### src/inc/spi_chain_pkg.sv
// Purpose: shared constants and types of the chained serial slave port
// Assumes: 8-bit register words, 5-bit register addresses
// Notes: all bit positions are indices inside one byte of the frame
package spi_chain_pkg;

  typedef logic [7:0] byte_t;

  // frame geometry
  localparam int FRAME_BITS = 16;
  localparam int CNT_W = 11;
  localparam int SLOT_W = 8;
  localparam int POS_W = 6;

  // command byte layout
  localparam int RW_BIT = 6;
  localparam int ADDR_MSB = 5;
  localparam int ADDR_LSB = 1;

  // header and status byte layout
  localparam logic [1:0] HDR_TAG = 2'h2;
  localparam logic [1:0] STATUS_TAG = 2'h3;
  localparam int COUNT_MSB = 5;
  localparam int CLR_BIT = 5;
  localparam int FLAGS_MSB = 5;
  localparam logic [POS_W-1:0] POS_MAX = 6'h3F;

  // register addresses
  localparam logic [4:0] ADDR_FAULT = 5'h00;
  localparam logic [4:0] ADDR_DIAG = 5'h01;
  localparam logic [4:0] ADDR_CTRL1 = 5'h02;
  localparam logic [4:0] ADDR_CTRL4 = 5'h05;
  localparam logic [4:0] ADDR_CTRL3 = 5'h04;
  localparam int CLR_FLT_BIT = 7;

  // values after reset of the four control registers
  localparam byte_t CTRL1_RST = 8'h51;
  localparam byte_t CTRL2_RST = 8'h0C;
  localparam byte_t CTRL3_RST = 8'h00;
  localparam byte_t CTRL4_RST = 8'h00;

  // byte-level decoder states
  typedef enum logic [5:0] {
    ST_FIRST  = 6'h01,
    ST_SINGLE = 6'h02,
    ST_COUNT  = 6'h04,
    ST_CHAIN_HEADER_SECOND   = 6'h08,
    ST_BODY   = 6'h10,
    ST_BAD    = 6'h20
  } fsm_e;

endpackage

### src/hw/spi_chain_slave.sv
// Purpose: serial slave port with single and daisy-chain frames
// Assumes: serial pins sampled by ref_clk at well over four times sclk
// Notes: frame mode is picked from the first byte of each frame
//
// Notes on behaviour
// - inbound word: bit15 zero, bit14 read, bits13-9 address, bits7-0 data
// - outbound word: status byte 11 plus six fault flags, then report byte
// - on write the report byte returns the old register value
// - on read the report byte returns the current register value
// - while deselected, sclk and sdi are ignored and sdo floats
// - a frame of wrong bit count is flagged and discarded
// - sample input on falling sclk, launch output on rising sclk
// - most significant bit first in both directions
// - chain returns N status bytes, two headers, N report bytes
// - first header carries a 6-bit device count, up to 63
// - clear bit in second header clears faults at chip select rise
// - low five bits of second header pass through untouched
// - each chained device adds its own status byte
// - position from status bytes before header, length from headers
// - each device captures only its own address and data bytes
// - chain bytes keep single-frame layout; report holds accessed register
// - status flags mirror the fault register at address zero
`timescale 1ns/1ps
module spi_chain_slave (
  input wire logic ref_clk,
  input wire logic srst,
  input wire logic ce,
  input wire logic sclk,
  input wire logic chip_select_n,
  input wire logic sdi,
  output logic sdo,
  output logic sdo_oe_n,
  input wire spi_chain_pkg::byte_t fault_status,
  input wire spi_chain_pkg::byte_t diag_status,
  output spi_chain_pkg::byte_t ctrl1,
  output spi_chain_pkg::byte_t ctrl2,
  output spi_chain_pkg::byte_t ctrl3,
  output spi_chain_pkg::byte_t ctrl4,
  output logic reg_write,
  output logic clear_faults,
  output logic frame_error,
  output logic chain_mode,
  output logic [spi_chain_pkg::POS_W-1:0] chain_position,
  output logic [spi_chain_pkg::POS_W-1:0] chain_device_count
);
  import spi_chain_pkg::*;

  //////////////////////////////////////////////////////////////////////////
  // pin synchronisers and edge detection

  logic cs_act_s;
  logic cs_n_s;
  logic sclk_s;
  logic sdi_s;
  logic cs_n_d_q;
  logic sclk_d_q;

  sync_two_flop #(
    .WIDTH(3)
  ) u_sync (
    .ref_clk(ref_clk),
    .srst(srst),
    .ce(ce),
    .d({~chip_select_n, sclk, sdi}),
    .q({cs_act_s, sclk_s, sdi_s})
  );

  // select enters inverted so the cleared synchroniser reads as idle
  assign cs_n_s = ~cs_act_s;

  always_ff @(posedge ref_clk) begin
    if (srst) begin
      cs_n_d_q <= 1'b1;
      sclk_d_q <= 1'b0;
    end else if (ce) begin
      cs_n_d_q <= cs_n_s;
      sclk_d_q <= sclk_s;
    end
  end

  logic frame_start;
  logic frame_end;
  logic selected;
  logic sclk_fall;
  logic sclk_rise;

  assign frame_start = cs_n_d_q & ~cs_n_s;
  assign frame_end = ~cs_n_d_q & cs_n_s;
  // clock edges count only while selected and not at a select edge
  assign selected = ~cs_n_s & ~cs_n_d_q;
  assign sclk_fall = selected & sclk_d_q & ~sclk_s;
  assign sclk_rise = selected & ~sclk_d_q & sclk_s;

  //////////////////////////////////////////////////////////////////////////
  // input shifting and bit counting

  logic [CNT_W-1:0] cnt_q;
  logic [6:0] in_sh_q;
  byte_t in_byte;
  byte_t last_byte_q;
  logic byte_done;
  logic [SLOT_W-1:0] byte_idx;

  assign in_byte = {in_sh_q, sdi_s};
  assign byte_done = sclk_fall & (cnt_q[2:0] == 3'h7);
  assign byte_idx = cnt_q[CNT_W-1:3];

  always_ff @(posedge ref_clk) begin
    if (srst) begin
      cnt_q <= '0;
    end else if (ce) begin
      if (frame_start) begin
        cnt_q <= '0;
      end else if (sclk_fall && (cnt_q != '1)) begin
        cnt_q <= cnt_q + 1'b1;
      end
    end
  end

  always_ff @(posedge ref_clk) begin
    if (srst) begin
      in_sh_q <= '0;
      last_byte_q <= '0;
    end else if (ce) begin
      if (sclk_fall) begin
        in_sh_q <= in_byte[6:0];
      end
      if (byte_done) begin
        last_byte_q <= in_byte;
      end
    end
  end

  //////////////////////////////////////////////////////////////////////////
  // byte decoder: single frame or chain position and length

  fsm_e state_q;
  logic [POS_W-1:0] pos_q;
  logic [POS_W-1:0] count_q;
  logic clr_req_q;
  logic [SLOT_W-1:0] addr_slot_q;
  logic [SLOT_W-1:0] data_slot_q;
  logic [SLOT_W-1:0] rep_slot_q;
  logic [SLOT_W-1:0] expect_q;
  logic [SLOT_W-1:0] pos_w;

  assign pos_w = {2'h0, pos_q};

  always_ff @(posedge ref_clk) begin
    if (srst) begin
      state_q <= ST_FIRST;
      pos_q <= '0;
      count_q <= '0;
      clr_req_q <= 1'b0;
      addr_slot_q <= '0;
      data_slot_q <= '0;
      rep_slot_q <= '0;
      expect_q <= '0;
    end else if (ce) begin
      if (frame_start) begin
        state_q <= ST_FIRST;
        pos_q <= '0;
        clr_req_q <= 1'b0;
        rep_slot_q <= '0;
      end else if (byte_done) begin
        case (state_q)
          ST_FIRST: begin
            if (!in_byte[7]) begin
              state_q <= ST_SINGLE;
              addr_slot_q <= 8'h00;
              data_slot_q <= 8'h01;
              rep_slot_q <= 8'h01;
              expect_q <= 8'h02;
            end else if (in_byte[7:6] == STATUS_TAG) begin
              state_q <= ST_COUNT;
              pos_q <= 6'h01;
            end else begin
              state_q <= ST_CHAIN_HEADER_SECOND;
              count_q <= in_byte[COUNT_MSB:0];
            end
          end
          ST_COUNT: begin
            if (in_byte[7:6] == STATUS_TAG && pos_q != POS_MAX) begin
              pos_q <= pos_q + 1'b1;
            end else if (in_byte[7:6] == HDR_TAG) begin
              state_q <= ST_CHAIN_HEADER_SECOND;
              count_q <= in_byte[COUNT_MSB:0];
            end else begin
              state_q <= ST_BAD;
            end
          end
          ST_CHAIN_HEADER_SECOND: begin
            if (in_byte[7:6] != HDR_TAG || count_q <= pos_q) begin
              state_q <= ST_BAD;
            end else begin
              state_q <= ST_BODY;
              clr_req_q <= in_byte[CLR_BIT];
              // own address follows own slot among the address bytes
              addr_slot_q <= SLOT_W'(2 * pos_w + 8'h02);
              rep_slot_q <= SLOT_W'(2 * pos_w + 8'h03);
              data_slot_q <= SLOT_W'(2 * pos_w + 8'h02 + {2'h0, count_q});
              expect_q <= SLOT_W'(pos_w + 8'h02 + 2 * {2'h0, count_q});
            end
          end
          ST_SINGLE, ST_BODY, ST_BAD: begin
            state_q <= state_q;
          end
          default: begin
            state_q <= ST_BAD;
          end
        endcase
      end
    end
  end

  //////////////////////////////////////////////////////////////////////////
  // register file and captured command

  byte_t ctrl_q [4];
  logic [4:0] addr_q;
  logic rw_q;
  byte_t data_q;
  byte_t rep_q;
  logic addr_hit;
  logic data_hit;

  function automatic byte_t read_reg(input logic [4:0] a);
    byte_t v;
    v = 8'h00;
    if (a == ADDR_FAULT) begin
      v = fault_status;
    end else if (a == ADDR_DIAG) begin
      v = diag_status;
    end else if (a >= ADDR_CTRL1 && a <= ADDR_CTRL4) begin
      v = ctrl_q[2'(a - ADDR_CTRL1)];
    end
    return v;
  endfunction

  assign addr_hit = byte_done & (
    (state_q == ST_FIRST & ~in_byte[7]) |
    (state_q == ST_BODY & byte_idx == addr_slot_q));
  assign data_hit = byte_done &
    (state_q == ST_SINGLE | state_q == ST_BODY) &
    (byte_idx == data_slot_q);

  always_ff @(posedge ref_clk) begin
    if (srst) begin
      addr_q <= '0;
      rw_q <= 1'b1;
      data_q <= '0;
      rep_q <= '0;
    end else if (ce) begin
      if (addr_hit) begin
        addr_q <= in_byte[ADDR_MSB:ADDR_LSB];
        rw_q <= in_byte[RW_BIT];
        // value before any write of this frame, for reads and writes
        rep_q <= read_reg(in_byte[ADDR_MSB:ADDR_LSB]);
      end
      if (data_hit) begin
        data_q <= in_byte;
      end
    end
  end

  logic frame_ok;
  logic wr_ok;

  assign frame_ok = (state_q == ST_SINGLE | state_q == ST_BODY) &
    (cnt_q == {expect_q, 3'h0});
  assign wr_ok = frame_ok & ~rw_q &
    (addr_q >= ADDR_CTRL1) & (addr_q <= ADDR_CTRL4);

  always_ff @(posedge ref_clk) begin
    if (srst) begin
      ctrl_q[0] <= CTRL1_RST;
      ctrl_q[1] <= CTRL2_RST;
      ctrl_q[2] <= CTRL3_RST;
      ctrl_q[3] <= CTRL4_RST;
    end else if (ce && frame_end && wr_ok) begin
      ctrl_q[2'(addr_q - ADDR_CTRL1)] <= data_q;
    end
  end

  assign ctrl1 = ctrl_q[0];
  assign ctrl2 = ctrl_q[1];
  assign ctrl3 = ctrl_q[2];
  assign ctrl4 = ctrl_q[3];

  //////////////////////////////////////////////////////////////////////////
  // frame outcome pulses and chain information

  always_ff @(posedge ref_clk) begin
    if (srst) begin
      reg_write <= 1'b0;
      clear_faults <= 1'b0;
      frame_error <= 1'b0;
    end else if (ce) begin
      reg_write <= frame_end & wr_ok;
      frame_error <= frame_end & ~frame_ok;
      clear_faults <= frame_end & (
        (frame_ok & state_q == ST_BODY & clr_req_q) |
        (wr_ok & addr_q == ADDR_CTRL3 & data_q[CLR_FLT_BIT]));
    end
  end

  always_ff @(posedge ref_clk) begin
    if (srst) begin
      chain_mode <= 1'b0;
      chain_position <= '0;
      chain_device_count <= '0;
    end else if (ce && frame_end && frame_ok) begin
      chain_mode <= (state_q == ST_BODY);
      chain_position <= (state_q == ST_BODY) ? pos_q : '0;
      chain_device_count <= (state_q == ST_BODY) ? count_q : '0;
    end
  end

  //////////////////////////////////////////////////////////////////////////
  // output path: own status byte, then delayed stream or own report

  byte_t status_byte;
  byte_t next_byte;

  assign status_byte = {STATUS_TAG, fault_status[FLAGS_MSB:0]};
  // later slots repeat the byte received one slot earlier
  assign next_byte = (byte_idx == rep_slot_q) ? rep_q : last_byte_q;

  byte_t out_byte_q;

  always_ff @(posedge ref_clk) begin
    if (srst) begin
      out_byte_q <= '0;
      sdo <= 1'b0;
      sdo_oe_n <= 1'b1;
    end else if (ce) begin
      if (frame_start) begin
        out_byte_q <= status_byte;
        sdo <= status_byte[7];
        sdo_oe_n <= 1'b0;
      end else if (frame_end) begin
        sdo <= 1'b0;
        sdo_oe_n <= 1'b1;
      end else if (sclk_rise) begin
        if (cnt_q[2:0] == 3'h0 && cnt_q != '0) begin
          out_byte_q <= next_byte;
          sdo <= next_byte[7];
        end else begin
          sdo <= out_byte_q[~cnt_q[2:0]];
        end
      end
    end
  end

endmodule // spi_chain_slave

### src/hw/sync_two_flop.sv
// Purpose: two-flop synchroniser for a group of single-bit levels
// Assumes: each bit is an independent level from another clock domain
// Notes: the first stage is read only by the second stage
`timescale 1ns/1ps
module sync_two_flop #(
  parameter int WIDTH = 3
) (
  input wire logic ref_clk,
  input wire logic srst,
  input wire logic ce,
  input wire logic [WIDTH-1:0] d,
  output logic [WIDTH-1:0] q
);

  logic [WIDTH-1:0] meta_q;

  for (genvar i = 0; i < WIDTH; i++) begin : g_bit
    always_ff @(posedge ref_clk) begin
      if (srst) begin
        meta_q[i] <= 1'b0;
        q[i] <= 1'b0;
      end else if (ce) begin
        meta_q[i] <= d[i];
        q[i] <= meta_q[i];
      end
    end
  end

endmodule // sync_two_flop

### config.mk
export PLATFORM = sky130hd
export DESIGN_NAME = spi_chain_slave
export DESIGN_NICKNAME = d
export VERILOG_FILES = /design/src/inc/spi_chain_pkg.sv /design/src/hw/spi_chain_slave.sv /design/src/hw/sync_two_flop.sv
export SDC_FILE = /design/constraint.sdc
export NUM_CORES = 1
export LEC_CHECK = 0
export BUFFER_PORTS_ARGS = -buffer_cell sky130_fd_sc_hd__buf_4
export CORE_MARGIN = 1
export CORE_UTILIZATION = 60
export DETAILED_ROUTE_END_ITERATION = 8
export GPL_ROUTABILITY_DRIVEN = 0
export PLACE_DENSITY = 0.82
export SLEW_MARGIN = 10
export SYNTH_ARGS = -nofsm -noshare
export SYNTH_HDL_FRONTEND = slang
export SYNTH_SLANG_ARGS = --single-unit
### constraint.sdc
create_clock -name ref_clk -period 3.1 [get_ports ref_clk]
set_input_delay 0.93 -clock ref_clk [delete_from_list [all_inputs] [get_ports ref_clk]]
set_output_delay 0.93 -clock ref_clk [all_outputs]
set_load 0.005 [all_outputs]
==> reports/results.tsv, run 1 <==
stage	metric	value	unit
run_status	run status	finished, final reports clean	
detailed_routing	number of vias per cell after detailed routing	6.02	
timing	Max Clk Rate	0.340	GHz
critical_path	path type of the worst setup path	reg2reg	
detailed_routing	via count of the routed design	6808	
yosys	gate count of the mapped netlist	882	
clocking	clock transition at the registers of the reported paths	0.07	ns
floorplanning	vertical die dimension	119	um
critical_path	family of cells with the greatest summed delay on the critical path	simple AND/OR/NAND/NOR gates	
critical_path	peak fanout along the critical path	20	
yosys	xor/xnor share of the synthesized area	0.0522	
yosys	Cell Area, Synth	0.00823	mm2
yosys	arithmetic-cell share of the synthesized area counting full adders, half adders and majority gates	0.0474	
yosys	fraction of the mapped netlist area in simple logic gates	0.212	
floorplanning	horizontal die dimension	119	um
clocking	TritonCTS clock tree	done	
global_route	via count of the first global-routing pass	6433	
critical_path	stage delay of the slowest cell on the critical path	0.66	ns
clocking	Sinks on Clock Net	164	
pwr	clock power share	0.472	
yosys	top post-synthesis cells by area	sky130_fd_sc_hd__dfxtp_1, sky130_fd_sc_hd__edfxtp_1, sky130_fd_sc_hd__mux2i_1, sky130_fd_sc_hd__ha_1, sky130_fd_sc_hd__a21oi_1	
timing	Worst-Margin Slew	0.720	ns
final_layout	fill cell count	980	
detailed_routing	WL per Instance	18.3	um
pwr	switching power total	1.03	mW
yosys	compound-gate portion of the synthesized area	0.125	
timing	share of the cycle needed by the critical path after routing	0.950	
yosys	post-synthesis average cell area	9.33	um2
critical_path	critical register-to-register path endpoint	rep_slot_q[2]	
clocking	buffers inserted by post-CTS timing repair	0	
pwr	Leakage Power	3.71	nW
yosys	synthesis warning total	0	
yosys	main combinational cell family by area after synthesis	simple AND/OR/NAND/NOR gates	
run	max-capacitance violation count	0	
place	Port Buf Inserts	71	
critical_path	count of cells along the worst register-to-register path	8	
global_route	wire length of the first global-routing pass	33.2	mm
yosys	dominant cell type by area after synthesis	sky130_fd_sc_hd__dfxtp_1	
critical_path	buffer and inverter count on the worst path	1	
timing	worst slack on hold paths	0.455	ns
critical_path	register-to-register path setup slack	0.16	ns
timing	Pins Over Slew Limit	0	
place	final HPWL from detailed placement	14.5	mm
min_path	worst min-delay path endpoint	out_byte_q[2]	
yosys	area share of the largest cell type after synthesis	0.321	
global_route	Global Route Usage Sum	0.302	
final_layout	number of nets in the final layout	994	
critical_path	sort of element at the end of the critical path	flip-flop	
final_layout	share of layout cells above drive strength 1	0.191	
critical_path	CP arrival	3.30	ns
timing	post-route clock skew	0.0118	ns
min_path	Worst Hold Class	reg2reg	
floorplanning	core area	0.0133	mm2
detailed_routing	first drt pass iteration count	5	
global_route	grt ovf	0	
final_layout	total area of sequential cells	0.00360	mm2
detailed_routing	DRC violation count after routing	0	
critical_path	Critical Path Source Type	flip-flop	
pwr	fraction of power spent switching nets	0.228	
clocking	clock root buffer	sky130_fd_sc_hd__clkbuf_16	
timing	TNS Setup	0	ns
yosys	distinct cell type count of the synthesized netlist	63	
detailed_routing	drt first-iter violations	695	
pwr	sequential cell fraction of total power	0.491	
timing	Relative slew margins	0.515	
pwr	total power draw	4.51	mW
critical_path	Worst EP required	3.46	ns
yosys	portion of netlist area occupied by mux cells	0.0800	
min_path	Min-Delay Startpoint	out_byte_q[2]	
critical_path	series of cell instances along the critical path	inv_1 -> ha_1 -> and4_1 -> and3_1 -> o31a_1 -> or4_4 -> or3_4 -> o2bb2ai_1	
yosys	nets in the synthesized netlist	934	
yosys	predominant post-synthesis flop cell	sky130_fd_sc_hd__dfxtp_1	
yosys	count of flip-flops with a built-in enable after synthesis	32	
floorplanning	number of top-level pins	72	
floorplanning	Starting Density	0.619	
yosys	count of state elements after synthesis	164	
global_route	number of antenna violations at the first check in global routing	0	
global_route	largest net degree at the start of global routing	47	
timing	Hold Violations, Final	0	
pwr	Gate power share	0.036	
timing	unrepaired setup endpoints after global routing	false	
clocking	htree depth	4	
detailed_routing	antenna violation net count after detailed routing	0	
floorplanning	number of cell rows	42	
critical_path	slowest library cell on the worst path	sky130_fd_sc_hd__or4_4	
floorplanning	die area	0.0142	mm2
timing	setup violators final	0	
critical_path	beginning of the worst register-to-register path	pos_q[5]	
clocking	buffer levels on the longest clock path	2	
final_layout	Post-Layout Inst Area	0.00959	mm2
clocking	insertion delay of the later-clocked pin in the worst-skew pair	0.43	ns
pwr	PD cells	471	mW/mm2
pwr	internal power of the cells	3.48	mW
min_path	Min-Delay Path Depth	2	
yosys	share of synthesized flip-flops with an asynchronous set or reset	0	
timing	Min Clock Period, post-route	2.94	ns
final_layout	layout-stage area growth over the synthesis result	16.5	%
detailed_routing	WL final	20.7	mm
final_layout	area taken by multi-input logic gates	0.00427	mm2
place	area post-placement	0.00898	mm2
yosys	share of synthesized area occupied by flip-flops and latches	0.438	
clocking	number of buffers created by CTS	17	
pwr	Peak VDD IR	0.000422	V
final_layout	Diodes inserted	0	
## cell usage in the layout (no fill, tap or decap), drive strengths merged, types with 7 or more instances in the layout
cell type / count
mux2i: 41
nor2b: 7
edfxtp: 32
nand3: 38
a21o: 8
nor2: 71
or3: 12
o21ai: 20
nand4: 14
a21oi: 63
nor3b: 10
o221a: 8
dfxtp: 132
xor2: 15
ha: 28
nor3: 16
xnor2: 34
and3: 14
inv: 41
and2: 25
o2bb2ai: 9
mux4: 8
or4: 7
o211ai: 7
clkbuf: 18
nand2: 78
buf: 103
a31o: 10
nand2b: 24
## metal layers
| layer | share of wire | global-route usage | up-vias |
|---|---|---|---|
| met5 | 0 | 0 | - |
| met4 | 0.023 | 0.116 | 0 |
| li1 | - | - | 3248 |
| met3 | 0.072 | 0.0680 | 40 |
| met2 | 0.47 | 0.470 | 259 |
| met1 | 0.44 | 0.407 | 3261 |
## what timing repair did
action	CTS	global route
hold buffers	0	0
gates resized for setup	0	2
setup endpoints to repair	0	7
## logic make-up (layout without fill, tap and decap cells)
| kind of cell | after synthesis | count (layout) |
|---|---|---|
| AO/OA/AOI/OAI | 154 | 154 |
| XOR/XNOR | 49 | 49 |
| adder cells (fa/ha/maj) | 30 | 30 |
| buffers and inverters | 96 | 169 |
| flip-flops | 164 | 164 |
| multiplexers | 55 | 55 |
| AND/OR/NAND/NOR | 334 | 334 |
## cell type report
class / instances / share of cell area
Clock buffer: 18 / 0.0448
Inverter: 34 / 0.0133
Sequential cell: 164 / 0.376
Tap cell: 176 / 0.0230
Clock inverter: 14 / 0.0172
Multi-Input combinational cell: 622 / 0.445
Timing Repair Buffer: 103 / 0.0807
## worst min-delay path: stages, from the launching register on
cell and delay [ns]:
sky130_fd_sc_hd__dfxtp_1 0.31, sky130_fd_sc_hd__nand2_1 0.05, sky130_fd_sc_hd__a21oi_1 0.05
## worst max path at each step
stage | from | end | slack, ns | cells after the start
after floorplan | pos_q[2] | rep_slot_q[1] | 0.28 | 11
after CTS | pos_q[2] | rep_slot_q[2] | 0.09 | 8
after detailed placement | pos_q[2] | rep_slot_q[2] | 0.13 | 8
final | pos_q[5] | rep_slot_q[2] | 0.16 | 8
after global placement | pos_q[2] | rep_slot_q[6] | 0.24 | 8
after global routing | pos_q[5] | rep_slot_q[2] | 0.04 | 8
## state kept, by name, summed over array words and instances (netlist names), 8 cells and up
| register | count |
|---|---|
| cnt_q | 11 |
| ctrl_q | 32 |
| data_q | 8 |
| data_slot_q | 8 |
| expect_q | 8 |
| last_byte_q | 8 |
| out_byte_q | 8 |
| rep_q | 8 |
| rep_slot_q | 8 |
## Yosys cell counts (3+ instances only)
cell type and n:
sky130_fd_sc_hd__a211oi_1 3, sky130_fd_sc_hd__a21o_1 8, sky130_fd_sc_hd__a21oi_1 63, sky130_fd_sc_hd__a22oi_1 3, sky130_fd_sc_hd__a311oi_1 6, sky130_fd_sc_hd__a31o_2 10
sky130_fd_sc_hd__a31oi_1 3, sky130_fd_sc_hd__and2_1 25, sky130_fd_sc_hd__and3_1 14, sky130_fd_sc_hd__and4_1 3, sky130_fd_sc_hd__buf_1 5, sky130_fd_sc_hd__buf_2 4
sky130_fd_sc_hd__clkbuf_1 51, sky130_fd_sc_hd__dfxtp_1 132, sky130_fd_sc_hd__edfxtp_1 32, sky130_fd_sc_hd__ha_1 28, sky130_fd_sc_hd__inv_1 34, sky130_fd_sc_hd__mux2_2 6
sky130_fd_sc_hd__mux2i_1 41, sky130_fd_sc_hd__mux4_2 8, sky130_fd_sc_hd__nand2_1 78, sky130_fd_sc_hd__nand2b_1 24, sky130_fd_sc_hd__nand3_1 37, sky130_fd_sc_hd__nand4_1 14
sky130_fd_sc_hd__nor2_1 70, sky130_fd_sc_hd__nor2b_1 7, sky130_fd_sc_hd__nor3_1 15, sky130_fd_sc_hd__nor3b_1 9, sky130_fd_sc_hd__nor4_1 4, sky130_fd_sc_hd__o211ai_1 7
sky130_fd_sc_hd__o21ai_0 19, sky130_fd_sc_hd__o221a_2 8, sky130_fd_sc_hd__o2bb2ai_1 9, sky130_fd_sc_hd__or2_2 3, sky130_fd_sc_hd__or3_1 12, sky130_fd_sc_hd__or4_1 5
sky130_fd_sc_hd__xnor2_1 34, sky130_fd_sc_hd__xor2_1 15
## power by group through the flow
stage	logic, mW	registers, mW	clock network (mW)
finish	0.163	2.22	2.13
global route	0.175	2.22	2.23
CTS	0.162	2.22	2.14
detailed placement	0.161	2.26	0
global placement	0.157	2.26	0
floorplan	0.0766	2.26	0
## metrics by stage
stage               instances  worst slack [ns]   util
detailed placement       1099             0.130  0.676
global route             1131            0.0355  0.721
global placement         1099             0.243  0.676
floorplan                 882             0.275      -
CTS                      1131            0.0862  0.720
finish                   1131             0.156  0.721
Power figures use the tool's default switching activity.
==> inputs of run 2 (changes only) <==
Settings changed: CAP_MARGIN set to 10, CORE_ASPECT_RATIO set to 1.4.
==> run 2 against run 1 <==
Compared with the run above: clock skew barely moved; worst setup slack got worse by 0.017 ns; routed wire length up 2.1%; non-clock buffer count fell by 1; critical path depth did not move; register-to-register slack got worse by 0.02 ns; hold slack lost 0.0022 ns; count of clock-buffer cells in the layout is 2 higher; global-route usage is 0.86 points higher; fmax fell by 0.59%.
==> reports/results.tsv, run 2 (synthesized netlist as in run 1, its figures left out) <==
stage	metric	value	unit	change
pwr	sequential cell fraction of total power	0.495		was 0.491
floorplanning	core area	0.0134	mm2	was 0.0133 mm2
final_layout	number of nets in the final layout	993		was 994
clocking	clock transition at the registers of the reported paths	0.07	ns	about the same
pwr	PD cells	468	mW/mm2	was 471 mW/mm2
detailed_routing	number of vias per cell after detailed routing	5.98		was 6.02
pwr	Leakage Power	3.69	nW	was 3.71 nW
detailed_routing	first drt pass iteration count	5		unchanged
floorplanning	vertical die dimension	141	um	was 119 um
clocking	clock root buffer	sky130_fd_sc_hd__clkbuf_16		unchanged
clocking	TritonCTS clock tree	done		unchanged
clocking	buffer levels on the longest clock path	2		unchanged
detailed_routing	antenna violation net count after detailed routing	0		unchanged
final_layout	registers with the most flip-flops	ctrl_q: 32 flops, cnt_q: 11 flops		unchanged
timing	TNS Setup	0	ns	unchanged
timing	Hold Violations, Final	0		unchanged
timing	Max Clk Rate	0.338	GHz	was 0.340 GHz
floorplanning	die area	0.0142	mm2	about the same
run_status	run status	finished, final reports clean		unchanged
pwr	Gate power share	0.037		was 0.036
timing	Relative slew margins	0.221		was 0.515
critical_path	sort of element at the end of the critical path	flip-flop		unchanged
timing	share of the cycle needed by the critical path after routing	0.955		was 0.950
critical_path	Worst EP required	3.46	ns	about the same
place	final HPWL from detailed placement	15.3	mm	was 14.5 mm
detailed_routing	WL final	21.2	mm	was 20.7 mm
critical_path	path type of the worst setup path	reg2reg		unchanged
pwr	Peak VDD IR	0.000390	V	was 0.000422 V
global_route	wire length of the first global-routing pass	33.2	mm	about the same
timing	Worst-Margin Slew	1.17	ns	was 0.720 ns
clocking	insertion delay of the later-clocked pin in the worst-skew pair	0.44	ns	was 0.43 ns
final_layout	Diodes inserted	0		unchanged
min_path	Worst Hold Class	reg2reg		unchanged
floorplanning	number of cell rows	50		was 42
global_route	number of antenna violations at the first check in global routing	0		unchanged
global_route	grt ovf	0		unchanged
critical_path	peak fanout along the critical path	15		was 20
clocking	buffers inserted by post-CTS timing repair	0		unchanged
clocking	post-cts gate resize count	0		unchanged
timing	post-route clock skew	0.0113	ns	was 0.0118 ns
pwr	internal power of the cells	3.46	mW	was 3.48 mW
timing	unrepaired setup endpoints after global routing	false		unchanged
critical_path	Critical Path Source Type	flip-flop		unchanged
run	max-capacitance violation count	0		unchanged
detailed_routing	via count of the routed design	6788		was 6808
pwr	clock power share	0.468		was 0.472
timing	setup violators final	0		unchanged
final_layout	layout-stage area growth over the synthesis result	16.3	%	was 16.5%
place	Port Buf Inserts	71		unchanged
final_layout	share of layout cells above drive strength 1	0.187		was 0.191
floorplanning	Starting Density	0.615		was 0.619
pwr	switching power total	1.02	mW	was 1.03 mW
critical_path	CP arrival	3.33	ns	was 3.30 ns
clocking	post-cts hold buffer count	0		unchanged
timing	Pins Over Slew Limit	0		unchanged
critical_path	register-to-register path setup slack	0.14	ns	was 0.16 ns
global_route	largest net degree at the start of global routing	44		was 47
global_route	Global Route Usage Sum	0.310		was 0.302
final_layout	flip-flop count of the largest register after layout	32		unchanged
floorplanning	horizontal die dimension	101	um	was 119 um
final_layout	share of the core filled with cells	0.715		was 0.721
final_layout	top library cells by usage in the layout, fill and taps aside	sky130_fd_sc_hd__dfxtp_1, sky130_fd_sc_hd__buf_4, sky130_fd_sc_hd__nand2_1		unchanged
clocking	Sinks on Clock Net	164		unchanged
final_layout	largest register by flop count	ctrl_q		unchanged
timing	Min Clock Period, post-route	2.96	ns	was 2.94 ns
detailed_routing	DRC violation count after routing	0		unchanged
clocking	number of buffers created by CTS	17		unchanged
global_route	via count of the first global-routing pass	6578		was 6433
pwr	fraction of power spent switching nets	0.227		was 0.228
floorplanning	number of top-level pins	72		unchanged
detailed_routing	drt first-iter violations	484		was 695
detailed_routing	WL per Instance	18.6	um	was 18.3 um
clocking	htree depth	4		unchanged
final_layout	most common library cell in the layout ignoring fill and taps	sky130_fd_sc_hd__dfxtp_1		unchanged
run 2: routing by layer:
layer  GRT usage  share of wire  routed length, um
met5           0              0                  0
met4       0.166          0.043                908
met3      0.0589          0.047               1000
met2       0.557           0.53              11200
met1       0.341           0.38               8090
run 2: stage by stage:
step	std cells	hold slack (ns)	setup slack [ns]	total power [mW]	cell area (um2)
2_1_floorplan	882	0.434	0.275	2.34	8230
3_3_place_gp	1104	0.441	0.245	2.43	8980
3_5_place_dp	1104	0.446	0.192	2.43	8980
5_1_grt	1136	0.472	0.0140	4.57	9570
6_report	1136	0.452	0.138	4.48	9570
4_1_cts	1136	0.455	0.181	4.49	9570
run 2: power groups by stage:
stage | clock (mW) | combinational (mW) | sequential [mW]
2_1_floorplan | 0 | 0.0766 | 2.26
3_3_place_gp | 0 | 0.162 | 2.26
3_5_place_dp | 0 | 0.165 | 2.26
4_1_cts | 2.10 | 0.166 | 2.22
5_1_grt | 2.18 | 0.177 | 2.22
6_report | 2.10 | 0.166 | 2.22
run 2: path summary, 6_finish.rpt:
check / start / to / depth (start not counted)
setup / recovery: pos_q[2] / rep_slot_q[1] / 8
hold / removal: out_byte_q[0] / out_byte_q[0] / 2
setup reg to reg: pos_q[2] / rep_slot_q[1] / 8
hold reg to reg: out_byte_q[0] / out_byte_q[0] / 2
run 2: layout make-up:
cell class / instances / area, um2
Clock buffer: 20 / 468
Timing Repair Buffer: 102 / 766
Fill cell: 1027 / 3820
Multi-Input combinational cell: 622 / 4260
Sequential cell: 164 / 3600
Tap cell: 182 / 228
Clock inverter: 12 / 116
Inverter: 34 / 128
run 2: critical path, stage by stage, from the launching register on:
cell and delay (ns):
sky130_fd_sc_hd__dfxtp_1 0.48, sky130_fd_sc_hd__inv_1 0.11, sky130_fd_sc_hd__ha_1 0.31, sky130_fd_sc_hd__and4_1 0.21
sky130_fd_sc_hd__and3_1 0.19, sky130_fd_sc_hd__o31a_1 0.32, sky130_fd_sc_hd__or4_4 0.63, sky130_fd_sc_hd__or3_1 0.46
sky130_fd_sc_hd__o2bb2ai_1 0.18
==> inputs of run 3 (changes only) <==
Settings changed: CORE_UTILIZATION 60 to 53, PLACE_DENSITY 0.82 to 0.74.
==> run 3 against run 2 <==
Compared with the run above: core utilization shrank 7.7 points; die area rose by 13%; count of clock-buffer cells in the layout fell by 3; first-iteration DRC count shrank 17%; sequential share of layout area is 0.27 points lower; routed wire length is 1.4% lower; non-clock buffer count increased by 3; fmax grew 1.4%; via count is 1.3% lower; sequential power is essentially flat; critical path depth is the same; largest cell class unchanged.
==> reports/results.tsv, run 3 (synthesized netlist as in run 1, its figures left out) <==
stage	metric	value	unit	change
run_status	run status	finished, final reports clean		unchanged
final_layout	number of nets in the final layout	996		was 993
final_layout	Diodes inserted	0		unchanged
global_route	largest net degree at the start of global routing	48		was 44
critical_path	CP arrival	3.29	ns	was 3.33 ns
place	area post-placement	0.00902	mm2	was 0.00898 mm2
final_layout	share of layout cells above drive strength 1	0.191		was 0.187
clocking	clock transition at the registers of the reported paths	0.07	ns	about the same
detailed_routing	DRC violation count after routing	0		unchanged
global_route	met1 Track Usage GR	0.324		was 0.341
clocking	number of buffers created by CTS	17		unchanged
timing	setup violators final	0		unchanged
place	final HPWL from detailed placement	15.3	mm	about the same
timing	Max Clk Rate	0.342	GHz	was 0.338 GHz
timing	unrepaired setup endpoints after global routing	false		unchanged
critical_path	path type of the worst setup path	reg2reg		unchanged
global_route	most congested layer reported by global routing	met2		unchanged
timing	Hold Violations, Final	0		unchanged
floorplanning	Starting Density	0.544		was 0.615
critical_path	Critical Path Source Type	flip-flop		unchanged
critical_path	Worst EP required	3.47	ns	was 3.46 ns
floorplanning	vertical die dimension	149	um	was 141 um
timing	Min Clock Period, post-route	2.92	ns	was 2.96 ns
global_route	number of antenna violations at the first check in global routing	0		unchanged
global_route	grt ovf	0		unchanged
detailed_routing	drt first-iter violations	404		was 484
global_route	via count of the first global-routing pass	6584		was 6578
global_route	wire length of the first global-routing pass	33.9	mm	was 33.2 mm
timing	worst slack on hold paths	0.456	ns	was 0.452 ns
timing	share of the cycle needed by the critical path after routing	0.943		was 0.955
final_layout	Post-Layout Inst Area	0.00964	mm2	was 0.00957 mm2
critical_path	peak fanout along the critical path	17		was 15
final_layout	layout-stage area growth over the synthesis result	17.2	%	was 16.3%
clocking	clock root buffer	sky130_fd_sc_hd__clkbuf_16		unchanged
clocking	TritonCTS clock tree	done		unchanged
clocking	buffer levels on the longest clock path	2		unchanged
place	Port Buf Inserts	71		unchanged
timing	Worst-Margin Slew	0.736	ns	was 1.17 ns
final_layout	top library cells by usage in the layout, fill and taps aside	sky130_fd_sc_hd__dfxtp_1, sky130_fd_sc_hd__buf_4, sky130_fd_sc_hd__nand2_1		unchanged
detailed_routing	WL per Instance	18.2	um	was 18.6 um
timing	Pins Over Slew Limit	0		unchanged
floorplanning	core area	0.0151	mm2	was 0.0134 mm2
floorplanning	die area	0.0160	mm2	was 0.0142 mm2
global_route	Global Route Usage Sum	0.276		was 0.310
min_path	Worst Hold Class	reg2reg		unchanged
timing	TNS Setup	0	ns	unchanged
clocking	insertion delay of the later-clocked pin in the worst-skew pair	0.44	ns	about the same
timing	post-route clock skew	0.0108	ns	was 0.0113 ns
floorplanning	number of top-level pins	72		unchanged
final_layout	share of the core filled with cells	0.638		was 0.715
pwr	PD cells	479	mW/mm2	was 468 mW/mm2
detailed_routing	via count of the routed design	6700		was 6788
final_layout	most common library cell in the layout ignoring fill and taps	sky130_fd_sc_hd__dfxtp_1		unchanged
timing	Relative slew margins	0.509		was 0.221
final_layout	flip-flop count of the largest register after layout	32		unchanged
run	max-capacitance violation count	0		unchanged
detailed_routing	first drt pass iteration count	5		unchanged
detailed_routing	number of vias per cell after detailed routing	5.83		was 5.98
floorplanning	horizontal die dimension	107	um	was 101 um
clocking	Sinks on Clock Net	164		unchanged
pwr	Peak VDD IR	0.000444	V	was 0.000390 V
final_layout	largest register by flop count	ctrl_q		unchanged
pwr	Leakage Power	3.74	nW	was 3.69 nW
global_route	met3 track demand over resource in global routing	0.0414		was 0.0589
final_layout	registers with the most flip-flops	ctrl_q: 32 flops, cnt_q: 11 flops		unchanged
critical_path	sort of element at the end of the critical path	flip-flop		unchanged
detailed_routing	antenna violation net count after detailed routing	0		unchanged
global_route	fraction of met2 tracks used by global routing	0.480		was 0.557
floorplanning	number of cell rows	53		was 50
detailed_routing	WL final	20.9	mm	was 21.2 mm
pwr	total power draw	4.62	mW	was 4.48 mW
clocking	htree depth	4		unchanged
[run 3: changes by cell type in the layout (fill, tap and decap cells not counted)]
cell                         delta
sky130_fd_sc_hd__buf_4          +3
sky130_fd_sc_hd__clkinvlp_4     -3
sky130_fd_sc_hd__bufinv_16      +2
sky130_fd_sc_hd__clkinv_4       +2
sky130_fd_sc_hd__inv_8          +2
sky130_fd_sc_hd__clkbuf_1       -1
sky130_fd_sc_hd__clkbuf_16      -1
sky130_fd_sc_hd__clkbuf_8       -1
sky130_fd_sc_hd__dfxtp_1        -1
sky130_fd_sc_hd__dfxtp_2        +1
[run 3: through the flow]
stage	worst slack (ns)	cells
finish	0.178	1149
global route	0.00368	1149
floorplan	0.275	882
global placement	0.220	1117
detailed placement	0.172	1117
CTS	0.145	1149
[run 3: worst paths after layout]
path | slack, ns | depth (start not counted) | startpoint | to
setup reg to reg | 0.18 | 8 | pos_q[5] | rep_slot_q[1]
hold reg to reg | 0.46 | 2 | last_byte_q[2] | last_byte_q[2]
hold / removal | 0.46 | 2 | last_byte_q[2] | last_byte_q[2]
setup / recovery | 0.18 | 8 | pos_q[5] | rep_slot_q[1]
[run 3: routing by layer]
metal / wire length, um / share of wire
met5: 0 / 0
met4: 799 / 0.038
met3: 855 / 0.041
met2: 10800 / 0.52
met1: 8430 / 0.40
[run 3: critical path, stage by stage (launching register included)]
cell and delay (ns):
sky130_fd_sc_hd__dfxtp_1 0.42, sky130_fd_sc_hd__inv_1 0.14, sky130_fd_sc_hd__ha_1 0.32, sky130_fd_sc_hd__and4_1 0.19, sky130_fd_sc_hd__and3_1 0.19, sky130_fd_sc_hd__o31a_1 0.31, sky130_fd_sc_hd__or4_4 0.64, sky130_fd_sc_hd__or3_1 0.46
sky130_fd_sc_hd__o2bb2ai_1 0.17
[run 3: what timing repair did]
action	4_1_cts	5_1_grt
buffers inserted	0	0
endpoints found under the setup margin	0	7
resized for setup	0	1
hold buffers	0	0
[run 3: area by class of cell]
class / instances / area, um2
Multi-Input combinational cell: 622 / 4260
Inverter: 34 / 128
Clock inverter: 15 / 194
Clock buffer: 17 / 425
Tap cell: 192 / 240
Timing Repair Buffer: 105 / 788
Sequential cell: 164 / 3600
Fill cell: 1255 / 5480
[run 3: report_power, final]
| group | switching [mW] | leakage (nW) | internal (mW) |
|---|---|---|---|
| sequential | 0.0187 | 1.37 | 2.20 |
| combinational | 0.0892 | 2.06 | 0.0743 |
| clock | 0.945 | 0.306 | 1.29 |
| total | 1.05 | 3.74 | 3.57 |
